`src/inc/scp_pkg.sv`:
```
/*
  Shared constants and types of the system clock prescaler control block.
  Assumes one master clock and a 32-bit AHB-Lite register bus.
*/
package scp_pkg;
  // Register byte offsets, decoded on haddr[7:0] with haddr[31:8] all zero
  localparam logic [7:0] TRIM_OFS = 8'h00;
  localparam logic [7:0] DIV_OFS = 8'h04;
  localparam logic [7:0] STAT_OFS = 8'h08;
  localparam logic [7:0] TCTL_OFS = 8'h0C;
  // Field positions
  localparam int DIV_CE_BIT = 7;
  localparam int SEL_MSB = 3;
  localparam int TRIM_RANGE_BIT = 7;
  localparam int STAT_CLOCK_OUTPUT_FUSE_BIT = 0;
  localparam int STAT_DIV8_BIT = 1;
  localparam int STAT_RC_BIT = 2;
  localparam int STAT_TOSC_BIT = 3;
  localparam int TCTL_REQ_BIT = 0;
  localparam int TCTL_EXT_BIT = 1;
  // Reset values and codes
  localparam logic [3:0] SEL_RESET = 4'h0;
  localparam logic [3:0] SEL_FUSE = 4'h3;
  localparam logic [3:0] SEL_MAX = 4'h8;
  localparam logic [7:0] TRIM_RESET = 8'h00;
  localparam logic [7:0] UNLOCK_CODE = 8'h80;
  localparam logic [1:0] TRANS_NONSEQ = 2'h2;
  // Unlock window length in core clock cycles
  localparam logic [2:0] CHANGE_WINDOW_CYCLES = 3'h4;

  // Unlock sequence state
  typedef enum logic {
    CHG_LOCKED = 1'b0,
    CHG_OPEN = 1'b1
  } scp_chg_t;
endpackage

```
`src/inc/scp_div_if.sv`:
```
/*
  Link between the register side and the divider core.
  Assumes both ends sit on the same master clock.
*/
`timescale 1ns/1ps
interface scp_div_if;
  logic [3:0] sel;
  logic sel_load;
  logic tick;
  logic level;
  logic bypass;

  modport ctrl (output sel, output sel_load, input tick, input level, input bypass);
  modport div (input sel, input sel_load, output tick, output level, output bypass);
endinterface

```
`src/scp_divider.sv`:
```
/*
  Divider core: a counter on the undivided clock makes the divided clock
  as a one-cycle enable and a square level for the output pin.
  Assumes sel_load is a one-cycle pulse with sel stable beside it.
*/
`timescale 1ns/1ps
module scp_divider (
  input wire logic hclk,
  input wire logic hresetn,
  scp_div_if.div dv
);
  import scp_pkg::*;

  logic [7:0] cnt_q;
  logic [7:0] cnt_d;
  logic [3:0] act_sel_q;
  logic [3:0] pend_sel_q;
  logic pend_q;
  logic tick_q;
  logic level_q;
  logic [7:0] mask;
  logic terminal;

  // Period mask; reserved codes are clamped to the longest period
  function automatic logic [7:0] sel_mask(input logic [3:0] s);
    logic [8:0] m;
    m = 9'h000;
    if (s >= SEL_MAX) begin
      m = 9'h0FF;
    end else begin
      m = 9'(9'h001 << s) - 9'h001;
    end
    return m[7:0];
  endfunction

  assign mask = sel_mask(act_sel_q);
  assign terminal = (cnt_q == mask);
  assign cnt_d = terminal ? 8'h00 : cnt_q + 8'h01;

  ////////////////////////////////////////////////////////////////////////////
  // synchronous wrap counter
  // Counts every master edge; software never sees it
  always_ff @(posedge hclk or negedge hresetn) begin
    if (!hresetn) begin
      cnt_q <= 8'h00;
    end else begin
      cnt_q <= cnt_d;
    end
  end

  // no short period
  // A new setting waits for the running period to end, so neither the old
  // nor the new period is ever cut short.
  always_ff @(posedge hclk or negedge hresetn) begin
    if (!hresetn) begin
      act_sel_q <= SEL_RESET;
      pend_sel_q <= SEL_RESET;
      pend_q <= 1'b0;
    end else begin
      if (terminal && pend_q) begin
        act_sel_q <= pend_sel_q;
        pend_q <= 1'b0;
      end
      // A fresh load wins over the one being consumed
      if (dv.sel_load) begin
        pend_sel_q <= dv.sel;
        pend_q <= 1'b1;
      end
    end
  end

  // two edges then new rate
  // One enable per period; the edge after the switch starts the new period
  always_ff @(posedge hclk or negedge hresetn) begin
    if (!hresetn) begin
      tick_q <= 1'b0;
      level_q <= 1'b1;
    end else begin
      tick_q <= terminal;
      level_q <= ((cnt_d & (mask ^ (mask >> 1))) == 8'h00);
    end
  end

  assign dv.tick = tick_q;
  assign dv.level = level_q;
  assign dv.bypass = (act_sel_q == SEL_RESET);
endmodule

```
`src/scp_top.sv`:
```
/*
  System clock prescaler control: AHB-Lite registers for oscillator trim,
  the timed divider change, clock output pin and timer oscillator gating.
  Assumes hclk is the undivided master clock and fuse inputs are static.
*/
`timescale 1ns/1ps
module scp_top (
  input wire logic hclk,
  input wire logic hresetn,
  input wire logic hsel,
  input wire logic [31:0] haddr,
  input wire logic [1:0] htrans,
  input wire logic hwrite,
  input wire logic [2:0] hsize,
  input wire logic [31:0] hwdata,
  input wire logic hready,
  output logic hreadyout,
  output logic hresp,
  output logic [31:0] hrdata,
  input wire logic clock_output_fuse,
  input wire logic divide_by_eight_fuse,
  input wire logic [7:0] factory_trim,
  input wire logic rc_is_system_clock,
  input wire logic port_pin_out,
  input wire logic port_pin_oe,
  output logic clock_output_pin,
  output logic clock_output_pin_oe,
  output logic core_domain_clock_en,
  output logic io_domain_clock_en,
  output logic converter_domain_clock_en,
  output logic program_memory_clock_en,
  output logic trim_range_select,
  output logic [6:0] trim_fine_value,
  output logic timer_osc_enable,
  output logic external_timer_clock_select
);
  import scp_pkg::*;

  scp_div_if dv ();

  logic init_q;
  logic clock_output_fuse_fuse_q;
  logic div8_fuse_q;
  logic rc_sel_q;
  logic [7:0] trim_q;
  logic [3:0] sel_q;
  logic sel_load_q;
  scp_chg_t chg_q;
  logic [2:0] win_q;
  logic tosc_req_q;
  logic ext_clk_q;
  logic tosc_en_q;
  logic wr_pend_q;
  logic rd_pend_q;
  logic [7:0] addr_q;
  logic addr_phase;
  logic [7:0] wdat;
  logic wr_trim;
  logic wr_div;
  logic wr_tctl;

  // Register hit for a captured byte offset
  function automatic logic reg_hit(input logic [7:0] a, input logic [7:0] ofs);
    return (a == ofs);
  endfunction

  ////////////////////////////////////////////////////////////////////////////
  // Bus slave: zero wait states, always OKAY
  assign hreadyout = 1'b1;
  assign hresp = 1'b0;
  assign addr_phase = hsel && hready && (htrans == TRANS_NONSEQ);
  assign wdat = hwdata[7:0];
  assign wr_trim = wr_pend_q && reg_hit(addr_q, TRIM_OFS);
  assign wr_div = wr_pend_q && reg_hit(addr_q, DIV_OFS);
  assign wr_tctl = wr_pend_q && reg_hit(addr_q, TCTL_OFS);

  // Address phase capture; only one aligned word per register
  always_ff @(posedge hclk or negedge hresetn) begin
    if (!hresetn) begin
      wr_pend_q <= 1'b0;
      rd_pend_q <= 1'b0;
      addr_q <= 8'h00;
    end else if (hready) begin
      wr_pend_q <= addr_phase && hwrite;
      rd_pend_q <= addr_phase && !hwrite;
      if (addr_phase) begin
        addr_q <= (haddr[31:8] == 24'h000000) ? haddr[7:0] : 8'hFF;
      end
    end
  end

  // Read mux over register flops; unmapped offsets read zero
  always_comb begin
    hrdata = 32'h00000000;
    if (rd_pend_q) begin
      if (reg_hit(addr_q, TRIM_OFS)) begin
        hrdata[7:0] = trim_q;
      end else if (reg_hit(addr_q, DIV_OFS)) begin
        hrdata[DIV_CE_BIT] = (chg_q == CHG_OPEN);
        hrdata[SEL_MSB:0] = sel_q;
      end else if (reg_hit(addr_q, STAT_OFS)) begin
        hrdata[STAT_CLOCK_OUTPUT_FUSE_BIT] = clock_output_fuse_fuse_q;
        hrdata[STAT_DIV8_BIT] = div8_fuse_q;
        hrdata[STAT_RC_BIT] = rc_sel_q;
        hrdata[STAT_TOSC_BIT] = tosc_en_q;
      end else if (reg_hit(addr_q, TCTL_OFS)) begin
        hrdata[TCTL_REQ_BIT] = tosc_req_q;
        hrdata[TCTL_EXT_BIT] = ext_clk_q;
      end
    end
  end

  ////////////////////////////////////////////////////////////////////////////
  // capture static fuses
  // Fuses are sampled once, on the first edge after reset release, since
  // an asynchronous reset may only load constants.
  always_ff @(posedge hclk or negedge hresetn) begin
    if (!hresetn) begin
      init_q <= 1'b1;
      clock_output_fuse_fuse_q <= 1'b0;
      div8_fuse_q <= 1'b0;
      rc_sel_q <= 1'b0;
    end else if (init_q) begin
      init_q <= 1'b0;
      clock_output_fuse_fuse_q <= clock_output_fuse;
      div8_fuse_q <= divide_by_eight_fuse;
      rc_sel_q <= rc_is_system_clock;
    end
  end

  ////////////////////////////////////////////////////////////////////////////
  // factory trim load
  // Software writes after the first edge overwrite the factory value
  always_ff @(posedge hclk or negedge hresetn) begin
    if (!hresetn) begin
      trim_q <= TRIM_RESET;
    end else if (init_q) begin
      trim_q <= factory_trim;
    end else if (wr_trim) begin
      trim_q <= wdat;
    end
  end

  assign trim_range_select = trim_q[TRIM_RANGE_BIT];
  assign trim_fine_value = trim_q[6:0];

  ////////////////////////////////////////////////////////////////////////////
  // unlock on clean write
  // relies on software order
  // The window counts core clock cycles, since software counts those.
  always_ff @(posedge hclk or negedge hresetn) begin
    if (!hresetn) begin
      chg_q <= CHG_LOCKED;
      win_q <= 3'h0;
    end else begin
      case (chg_q)
        CHG_LOCKED: begin
          if (wr_div && (wdat == UNLOCK_CODE)) begin
            chg_q <= CHG_OPEN;
            win_q <= CHANGE_WINDOW_CYCLES;
          end
        end
        CHG_OPEN: begin
          if (wr_div && !wdat[DIV_CE_BIT]) begin
            chg_q <= CHG_LOCKED;
            win_q <= 3'h0;
          end else if (dv.tick) begin
            win_q <= win_q - 3'h1;
            if (win_q == 3'h1) begin
              chg_q <= CHG_LOCKED;
            end
          end
        end
        default: begin
          chg_q <= CHG_LOCKED;
          win_q <= 3'h0;
        end
      endcase
    end
  end

  always_ff @(posedge hclk or negedge hresetn) begin
    if (!hresetn) begin
      sel_q <= SEL_RESET;
      sel_load_q <= 1'b0;
    end else begin
      sel_load_q <= 1'b0;
      if (init_q) begin
        sel_q <= divide_by_eight_fuse ? SEL_FUSE : SEL_RESET;
        sel_load_q <= 1'b1;
      end else if (wr_div && !wdat[DIV_CE_BIT] && (chg_q == CHG_OPEN)) begin
        sel_q <= wdat[SEL_MSB:0];
        sel_load_q <= 1'b1;
      end
    end
  end

  assign dv.sel = sel_q;
  assign dv.sel_load = sel_load_q;

  scp_divider u_div (
    .hclk(hclk),
    .hresetn(hresetn),
    .dv(dv)
  );

  ////////////////////////////////////////////////////////////////////////////
  // common domain enables
  // One pulse feeds all four domains so they can never drift apart
  assign core_domain_clock_en = dv.tick;
  assign io_domain_clock_en = dv.tick;
  assign converter_domain_clock_en = dv.tick;
  assign program_memory_clock_en = dv.tick;

  // divided clock above one
  // The raw fuse is used here so the pin runs while reset is held; at
  // factor one the master clock itself goes out, as no flop can copy it.
  always_comb begin
    clock_output_pin = port_pin_out;
    clock_output_pin_oe = port_pin_oe;
    if (clock_output_fuse) begin
      clock_output_pin_oe = 1'b1;
      if (!hresetn || dv.bypass) begin
        clock_output_pin = hclk;
      end else begin
        clock_output_pin = dv.level;
      end
    end
  end

  ////////////////////////////////////////////////////////////////////////////
  // Timer oscillator control bits
  // software sets select first
  always_ff @(posedge hclk or negedge hresetn) begin
    if (!hresetn) begin
      tosc_req_q <= 1'b0;
      ext_clk_q <= 1'b0;
    end else if (wr_tctl) begin
      tosc_req_q <= wdat[TCTL_REQ_BIT];
      ext_clk_q <= wdat[TCTL_EXT_BIT];
    end
  end

  // gate on RC source
  // Pins are shared with the crystal, so a crystal system clock blocks them
  always_ff @(posedge hclk or negedge hresetn) begin
    if (!hresetn) begin
      tosc_en_q <= 1'b0;
    end else begin
      tosc_en_q <= tosc_req_q && rc_sel_q && !init_q;
    end
  end

  assign timer_osc_enable = tosc_en_q;
  assign external_timer_clock_select = ext_clk_q;
endmodule

```
`config.mk`:
```
export PLATFORM = sky130hd
export DESIGN_NAME = scp_top
export DESIGN_NICKNAME = d
export VERILOG_FILES = /design/src/inc/scp_pkg.sv /design/src/inc/scp_div_if.sv /design/src/scp_divider.sv /design/src/scp_top.sv
export SDC_FILE = /design/constraint.sdc
export NUM_CORES = 1
export LEC_CHECK = 0
export BUFFER_PORTS_ARGS = -buffer_cell sky130_fd_sc_hd__buf_2
export CAP_MARGIN = 40
export CORE_MARGIN = 4
export CORE_UTILIZATION = 43
export DETAILED_ROUTE_END_ITERATION = 10
export PLACE_DENSITY = 0.81
export SYNTH_ARGS = -nofsm -noshare
export SYNTH_HDL_FRONTEND = slang
export SYNTH_HIERARCHICAL = 1
export SYNTH_SLANG_ARGS = --single-unit
```
`constraint.sdc`:
```
create_clock -name hclk -period 3.01 [get_ports hclk]
set_input_delay 0.301 -clock hclk [delete_from_list [all_inputs] [get_ports hclk]]
set_output_delay 0.301 -clock hclk [all_outputs]
set_load 0.01 [all_outputs]
```
### Yosys cells after proc, flatten, opt, wreduce, memory -nomap -nowiden

Cells that the tools add are included.

* word-level logic and storage cells: 98
* ROM bits: 0
* bits of input ports: 87
* bits in writable memories: 0
* memories: 0
* register bits after elaboration: 53
* output and inout bits: 50
* bits in latches: 0

* div/mod/pow operators: 0
* reduce and logical (&&, ||, !) cells: 27
* shift operators: 1
* magnitude comparators: 1
* $mul: 0
* mux-type cells: 33
* add/subtract/negate cells: 3
* eq/ne operators: 9
* bitwise operators: 3

Operators with widths (count)
* 8-bit 2-to-1 mux: 6
* 24-bit logical NOT: 1
* 8-bit by 4-bit equality test with 1-bit output (second input constant): 2
* 8-bit logical NOT: 2
* 4-bit 2-to-1 mux: 4
* 1-bit logical AND: 13
* 1-bit 2-to-1 mux: 13
* 3-bit 2-to-1 mux: 4
* 8-bit by 1-bit adder with 8-bit output (second input constant): 1
* 8-bit bitwise AND: 1
* 8-bit by 3-bit equality test with 1-bit output (second input constant): 1
* 8-bit equality test: 1
* 8-bit equality test (second input constant): 1
* 2-bit 2-to-1 mux: 4
* 1-bit by 4-bit left shift with 8-bit output (first input constant): 1
* 8-bit by 1-bit subtractor with 8-bit output (second input constant): 1
* 8-bit by 7-bit XOR with 8-bit output: 1
* 3-bit one-hot mux with 2 select lines: 1
* 2-bit nonzero test: 3
* 4-bit >= comparator (second input constant): 1
* 1-bit logical NOT: 4
* 4-bit logical NOT: 1
* 2-bit AND reduction: 2
* 3-bit by 1-bit equality test with 1-bit output (second input constant): 1
* other kinds (7): 7

### Longest topological paths before layout

* depth after elaboration: 7
* gate-level depth with buffers: 12
* mapped depth without buffers: 9

### Modules after synthesis

Netlist, hierarchy kept.

Modules (own cells, without submodules)
* scp_top: cells an instance 222, area each 2053.2 sq um, sequential area each 852.1 sq um, times used 1
* scp_divider: cells an instance 111, area each 1119.8 sq um, sequential area each 476.7 sq um, times used 1

==> impl_summary.txt <==
----------------------------------------------------
[Drt]
  DRC marker count from the first detailed-route iteration ... 159
  Routed via count divided by cell count ... 5.247
  Routed wire length ... 7453 µm
  Via total after detailed routing ... 2,697
  Total iterations of the first detailed-routing run ... 5
  Antenna Nets Post-Route ... 0
  Avg WL per Cell ... 14.50 µm
  Detailed-route DRC error count ... 0

[Place]
  Cell count after placement ... 503
  Number of port buffers ... 83
  Final GP Congestion ... 0.8442
  HPWL after detailed placement ... 5754 µm
  Placement-stage cell area ... 3577 µm²

[Timing]
  Hold Violations, Final ... 0
  RSZ-0062 raised after global routing ... no
  TNS Setup ... 0 ns
  Worst-case clock skew ... 0.007976 ns
  Tightest slew margin relative to the limit ... 56.26%
  Final Cycle Share ... 93.76%
  Setup-violating endpoint count in the final report ... 0
  Worst-case hold slack ... between 0.04 and 0.05 ns
  Worst-Margin Slew ... 0.6561 ns
  Highest clock rate ... between 300 and 400 MHz
  Post-layout min period ... 2.822 ns
  Max-slew violation count ... 0

[GRT]
  Overall track demand over capacity in global routing ... 17.49%
  Initial antenna violation count ... 0
  Global-route wire length before repair ... 11,980 µm
  Overall overflow remaining after global route ... 0
  Via count of the first global-routing pass ... ~2,600
  Pin count of the biggest net entering global routing ... 54

[Cells and area]
  Fillers ... between 600 and 700
  Antenna diodes ... 0
  Number of nets in the layout ... 505
  Non-filler cells in the finished layout ... between 500 and 600
  Ratio of cells with drive above 1 in the final layout ... 30.84%
  Layout overhead on the synthesized area ... 17.39%
  Finished layout cell area ... 3725 µm²

[Synth]
  Top cell type by total area after synthesis ... sky130_fd_sc_hd__dfrtp_1
  Count of mapped cells out of synthesis ... between 300 and 400
  Post-Syn Area ... 3173 µm²
  Async set or reset register ratio after synthesis ... 100.0%
  Leading cell types by total area after synthesis ... sky130_fd_sc_hd__dfrtp_1 40%, sky130_fd_sc_hd__buf_4 7.1%, sky130_fd_sc_hd__nor2_1 5.1%, sky130_fd_sc_hd__mux2i_1 5.0%, sky130_fd_sc_hd__mux2_2 4.6%
  Number of distinct library cells after synthesis ... 57
  Proportion of netlist area held by the largest area contributor ... 40.22%
  Ys Warns ... 6
  Seq cells post-synth ... 53
  Synthesized area per cell ... about 9.5 µm²
  Sequential fraction of the synthesis area ... 41.88%
  Number of enable flip-flop cells after synthesis ... 0
  Leading register cell type out of synthesis ... sky130_fd_sc_hd__dfrtp_1

[Floorplan]
  Number of placed I/O pins ... between 100 and 150
  Total core area ... 7214 µm²
  Area of the die ... between 8000 and 9000 µm²
  Die span in x ... between 90 and 100 µm
  Die Height ... around 94 µm
  Initial standard-cell utilization of the core ... 43.98%
  Number of placement rows ... 31

[Critical path]
  Family of cells with the greatest summed delay on the critical path ... compound AO/OA/AOI/OAI gates
  Kind of start point of the critical path ... register
  Worst endpoint data arrival time ... 3.13 ns
  Worst Reg2Reg Path Length in Cells ... 8
  Crit path buf inv count ... 1
  Source of the worst register-to-register timing path ... u_div/act_sel_q[0]
  Critical path data required time ... 3.32 ns
  Largest stage delay on the critical path ... 0.47 ns
  Largest fanout on the critical path ... 5
  Cell at the slowest stage of the critical path ... sky130_fd_sc_hd__or4_1
  Worst setup EP type ... register
  Critical register-to-register path endpoint ... u_div/act_sel_q[2]
  Worst Setup Path Type ... reg -> reg
  Reg2Reg Setup Slack ... between 0.15 and 0.2 ns
  Critical path cell sequence ... inv_1 > or4_1 > ha_1 > xnor2_1 > o41a_1 > a311oi_2 > nand4_2 > mux2_2

[Power and ir drop]
  Leak Pwr ... 1.791 nW
  Maximum vdd ir drop ... 283.1 µV
  Power density of the placed cells ... ~640 nW/µm²

[Clock network]
  Register clock-pin slew on the reported worst setup and hold paths ... 0.10 ns
  Post-CTS setup buffer count ... 0
  Hold-fix buffers at CTS ... 0
  Clock tree from TritonCTS ... yes
  Clock insertion delay at the later pin of the skew report ... 0.42 ns

[Flow run]
  MaxCap Viol Count ... 0

[Outcome]
  Result of the run ... finished, final reports clean

[Min path]
  Hold WC Path Type ... in -> async

----------------------------------------------------
==> kinds of logic (layout without fill, tap and decap cells) <==
| group | count (synthesis) | after routing | share of synthesized area, % |
|---|---|---|---|
| AO/OA/AOI/OAI | 48 | 48 | 9.897 |
| XOR/XNOR | 16 | 16 | 4.417 |
| adder cells (fa/ha/maj) | 4 | 4 | 1.577 |
| buffers and inverters | 54 | 111 | 10.06 |
| flip-flops | 53 | 53 | 41.88 |
| multiplexers | 29 | 29 | 9.661 |
| other | 2 | 27 | 0.2367 |
| AND/OR/NAND/NOR | 127 | 127 | 22.28 |
==> state kept, by name, summed over array words and instances (netlist names), 3 cells and up <==
name,flops
addr_q,8
dv.sel,4
trim_q,8
u_div/act_sel_q,4
u_div/cnt_q,8
u_div/pend_sel_q,4
win_q,3
==> report_power, final <==
group          switching (mW)  leakage (nW)  internal [mW]
registers               0.142         0.616          0.829
clock network           0.273        0.0834          0.287
logic                   0.448          1.09          0.397
==> layout by cell type, fill, tap and decap left out, types with 3 or more instances in the layout <==
cell and instances:
sky130_fd_sc_hd__buf_4 7, sky130_fd_sc_hd__nand4b_1 3, sky130_fd_sc_hd__a2111oi_0 4, sky130_fd_sc_hd__or4_1 4, sky130_fd_sc_hd__dfrtp_1 51, sky130_fd_sc_hd__nor2b_1 5
sky130_fd_sc_hd__and3_1 5, sky130_fd_sc_hd__xor2_1 8, sky130_fd_sc_hd__xnor2_1 8, sky130_fd_sc_hd__nor2_1 43, sky130_fd_sc_hd__mux2i_1 16, sky130_fd_sc_hd__ha_1 4
sky130_fd_sc_hd__buf_2 83, sky130_fd_sc_hd__nand4_1 3, sky130_fd_sc_hd__a21oi_1 15, sky130_fd_sc_hd__nand2_1 22, sky130_fd_sc_hd__inv_1 9, sky130_fd_sc_hd__o21ai_0 11
sky130_fd_sc_hd__nand3_1 7, sky130_fd_sc_hd__a31oi_1 3, sky130_fd_sc_hd__clkbuf_8 9, sky130_fd_sc_hd__nor4_1 8, sky130_fd_sc_hd__nor3b_1 5, sky130_fd_sc_hd__conb_1 27
sky130_fd_sc_hd__mux2_2 13
==> stage by stage <==
stage | setup WS (ns) | utilization, % | power (mW)
finish | 0.1879 | 51.63 | 2.377
global route | 0.05426 | 51.63 | 2.545
CTS | 0.1964 | 51.54 | 2.380
detailed placement | 0.2201 | 49.58 | 1.837
global placement | 0.2520 | 49.48 | 1.805
floorplan | 0.1513 | - | 1.630
==> worst max path at each step <==
stage / start / endpoint / slack (ns) / cells past startpoint
5_1_grt: u_div/act_sel_q[0] / u_div/pend_q / 0.05 / 9
3_3_place_gp: u_div/act_sel_q[3] / u_div/act_sel_q[0] / 0.25 / 8
6_report: u_div/act_sel_q[0] / u_div/act_sel_q[2] / 0.19 / 8
3_5_place_dp: u_div/act_sel_q[0] / u_div/act_sel_q[2] / 0.22 / 8
2_1_floorplan: u_div/act_sel_q[0] / u_div/act_sel_q[0] / 0.15 / 9
4_1_cts: u_div/act_sel_q[0] / u_div/act_sel_q[2] / 0.20 / 8
==> per-layer routing <==
metal / vias up / routed length (µm) / global-route usage (%)
met2: 131 / 3621 / 28.80
met1: 1274 / 3089 / 22.99
met4: 0 / 126 / 4.212
met5: - / 0 / 0
li1: 1276 / - / -
met3: 16 / 614 / 4.567
==> synthesized netlist by cell type, types with 5 or more instances <==
cell / count
sky130_fd_sc_hd__dfrtp_1: 51
sky130_fd_sc_hd__nor2_1: 43
sky130_fd_sc_hd__buf_4: 30
sky130_fd_sc_hd__nand2_1: 22
sky130_fd_sc_hd__mux2i_1: 16
sky130_fd_sc_hd__a21oi_1: 15
sky130_fd_sc_hd__mux2_2: 13
sky130_fd_sc_hd__o21ai_0: 11
sky130_fd_sc_hd__clkbuf_1: 10
sky130_fd_sc_hd__inv_1: 9
sky130_fd_sc_hd__nor4_1: 9
sky130_fd_sc_hd__xnor2_1: 8
sky130_fd_sc_hd__xor2_1: 8
sky130_fd_sc_hd__nand3_1: 7
sky130_fd_sc_hd__and3_1: 5
sky130_fd_sc_hd__nor2b_1: 5
sky130_fd_sc_hd__nor3b_1: 5
==> layout make-up <==
type	instances	area [µm²]	share of cell area, %
Inverter	10	37.54	1.008
Timing Repair Buffer	89	462.9	12.43
Clock buffer	10	128.9	3.460
Multi-Input combinational cell	251	1625	43.63
Tap cell	99	123.9	3.326
Clock inverter	2	17.52	0.4703
Sequential cell	53	1329	35.67
==> what timing repair did <==
item | CTS | global route
setup endpoints to repair | 0 | 1
gates resized for setup | 0 | 1
hold endpoints to repair | 0 | 0
No activity file was read; power rests on OpenSTA's default activity.
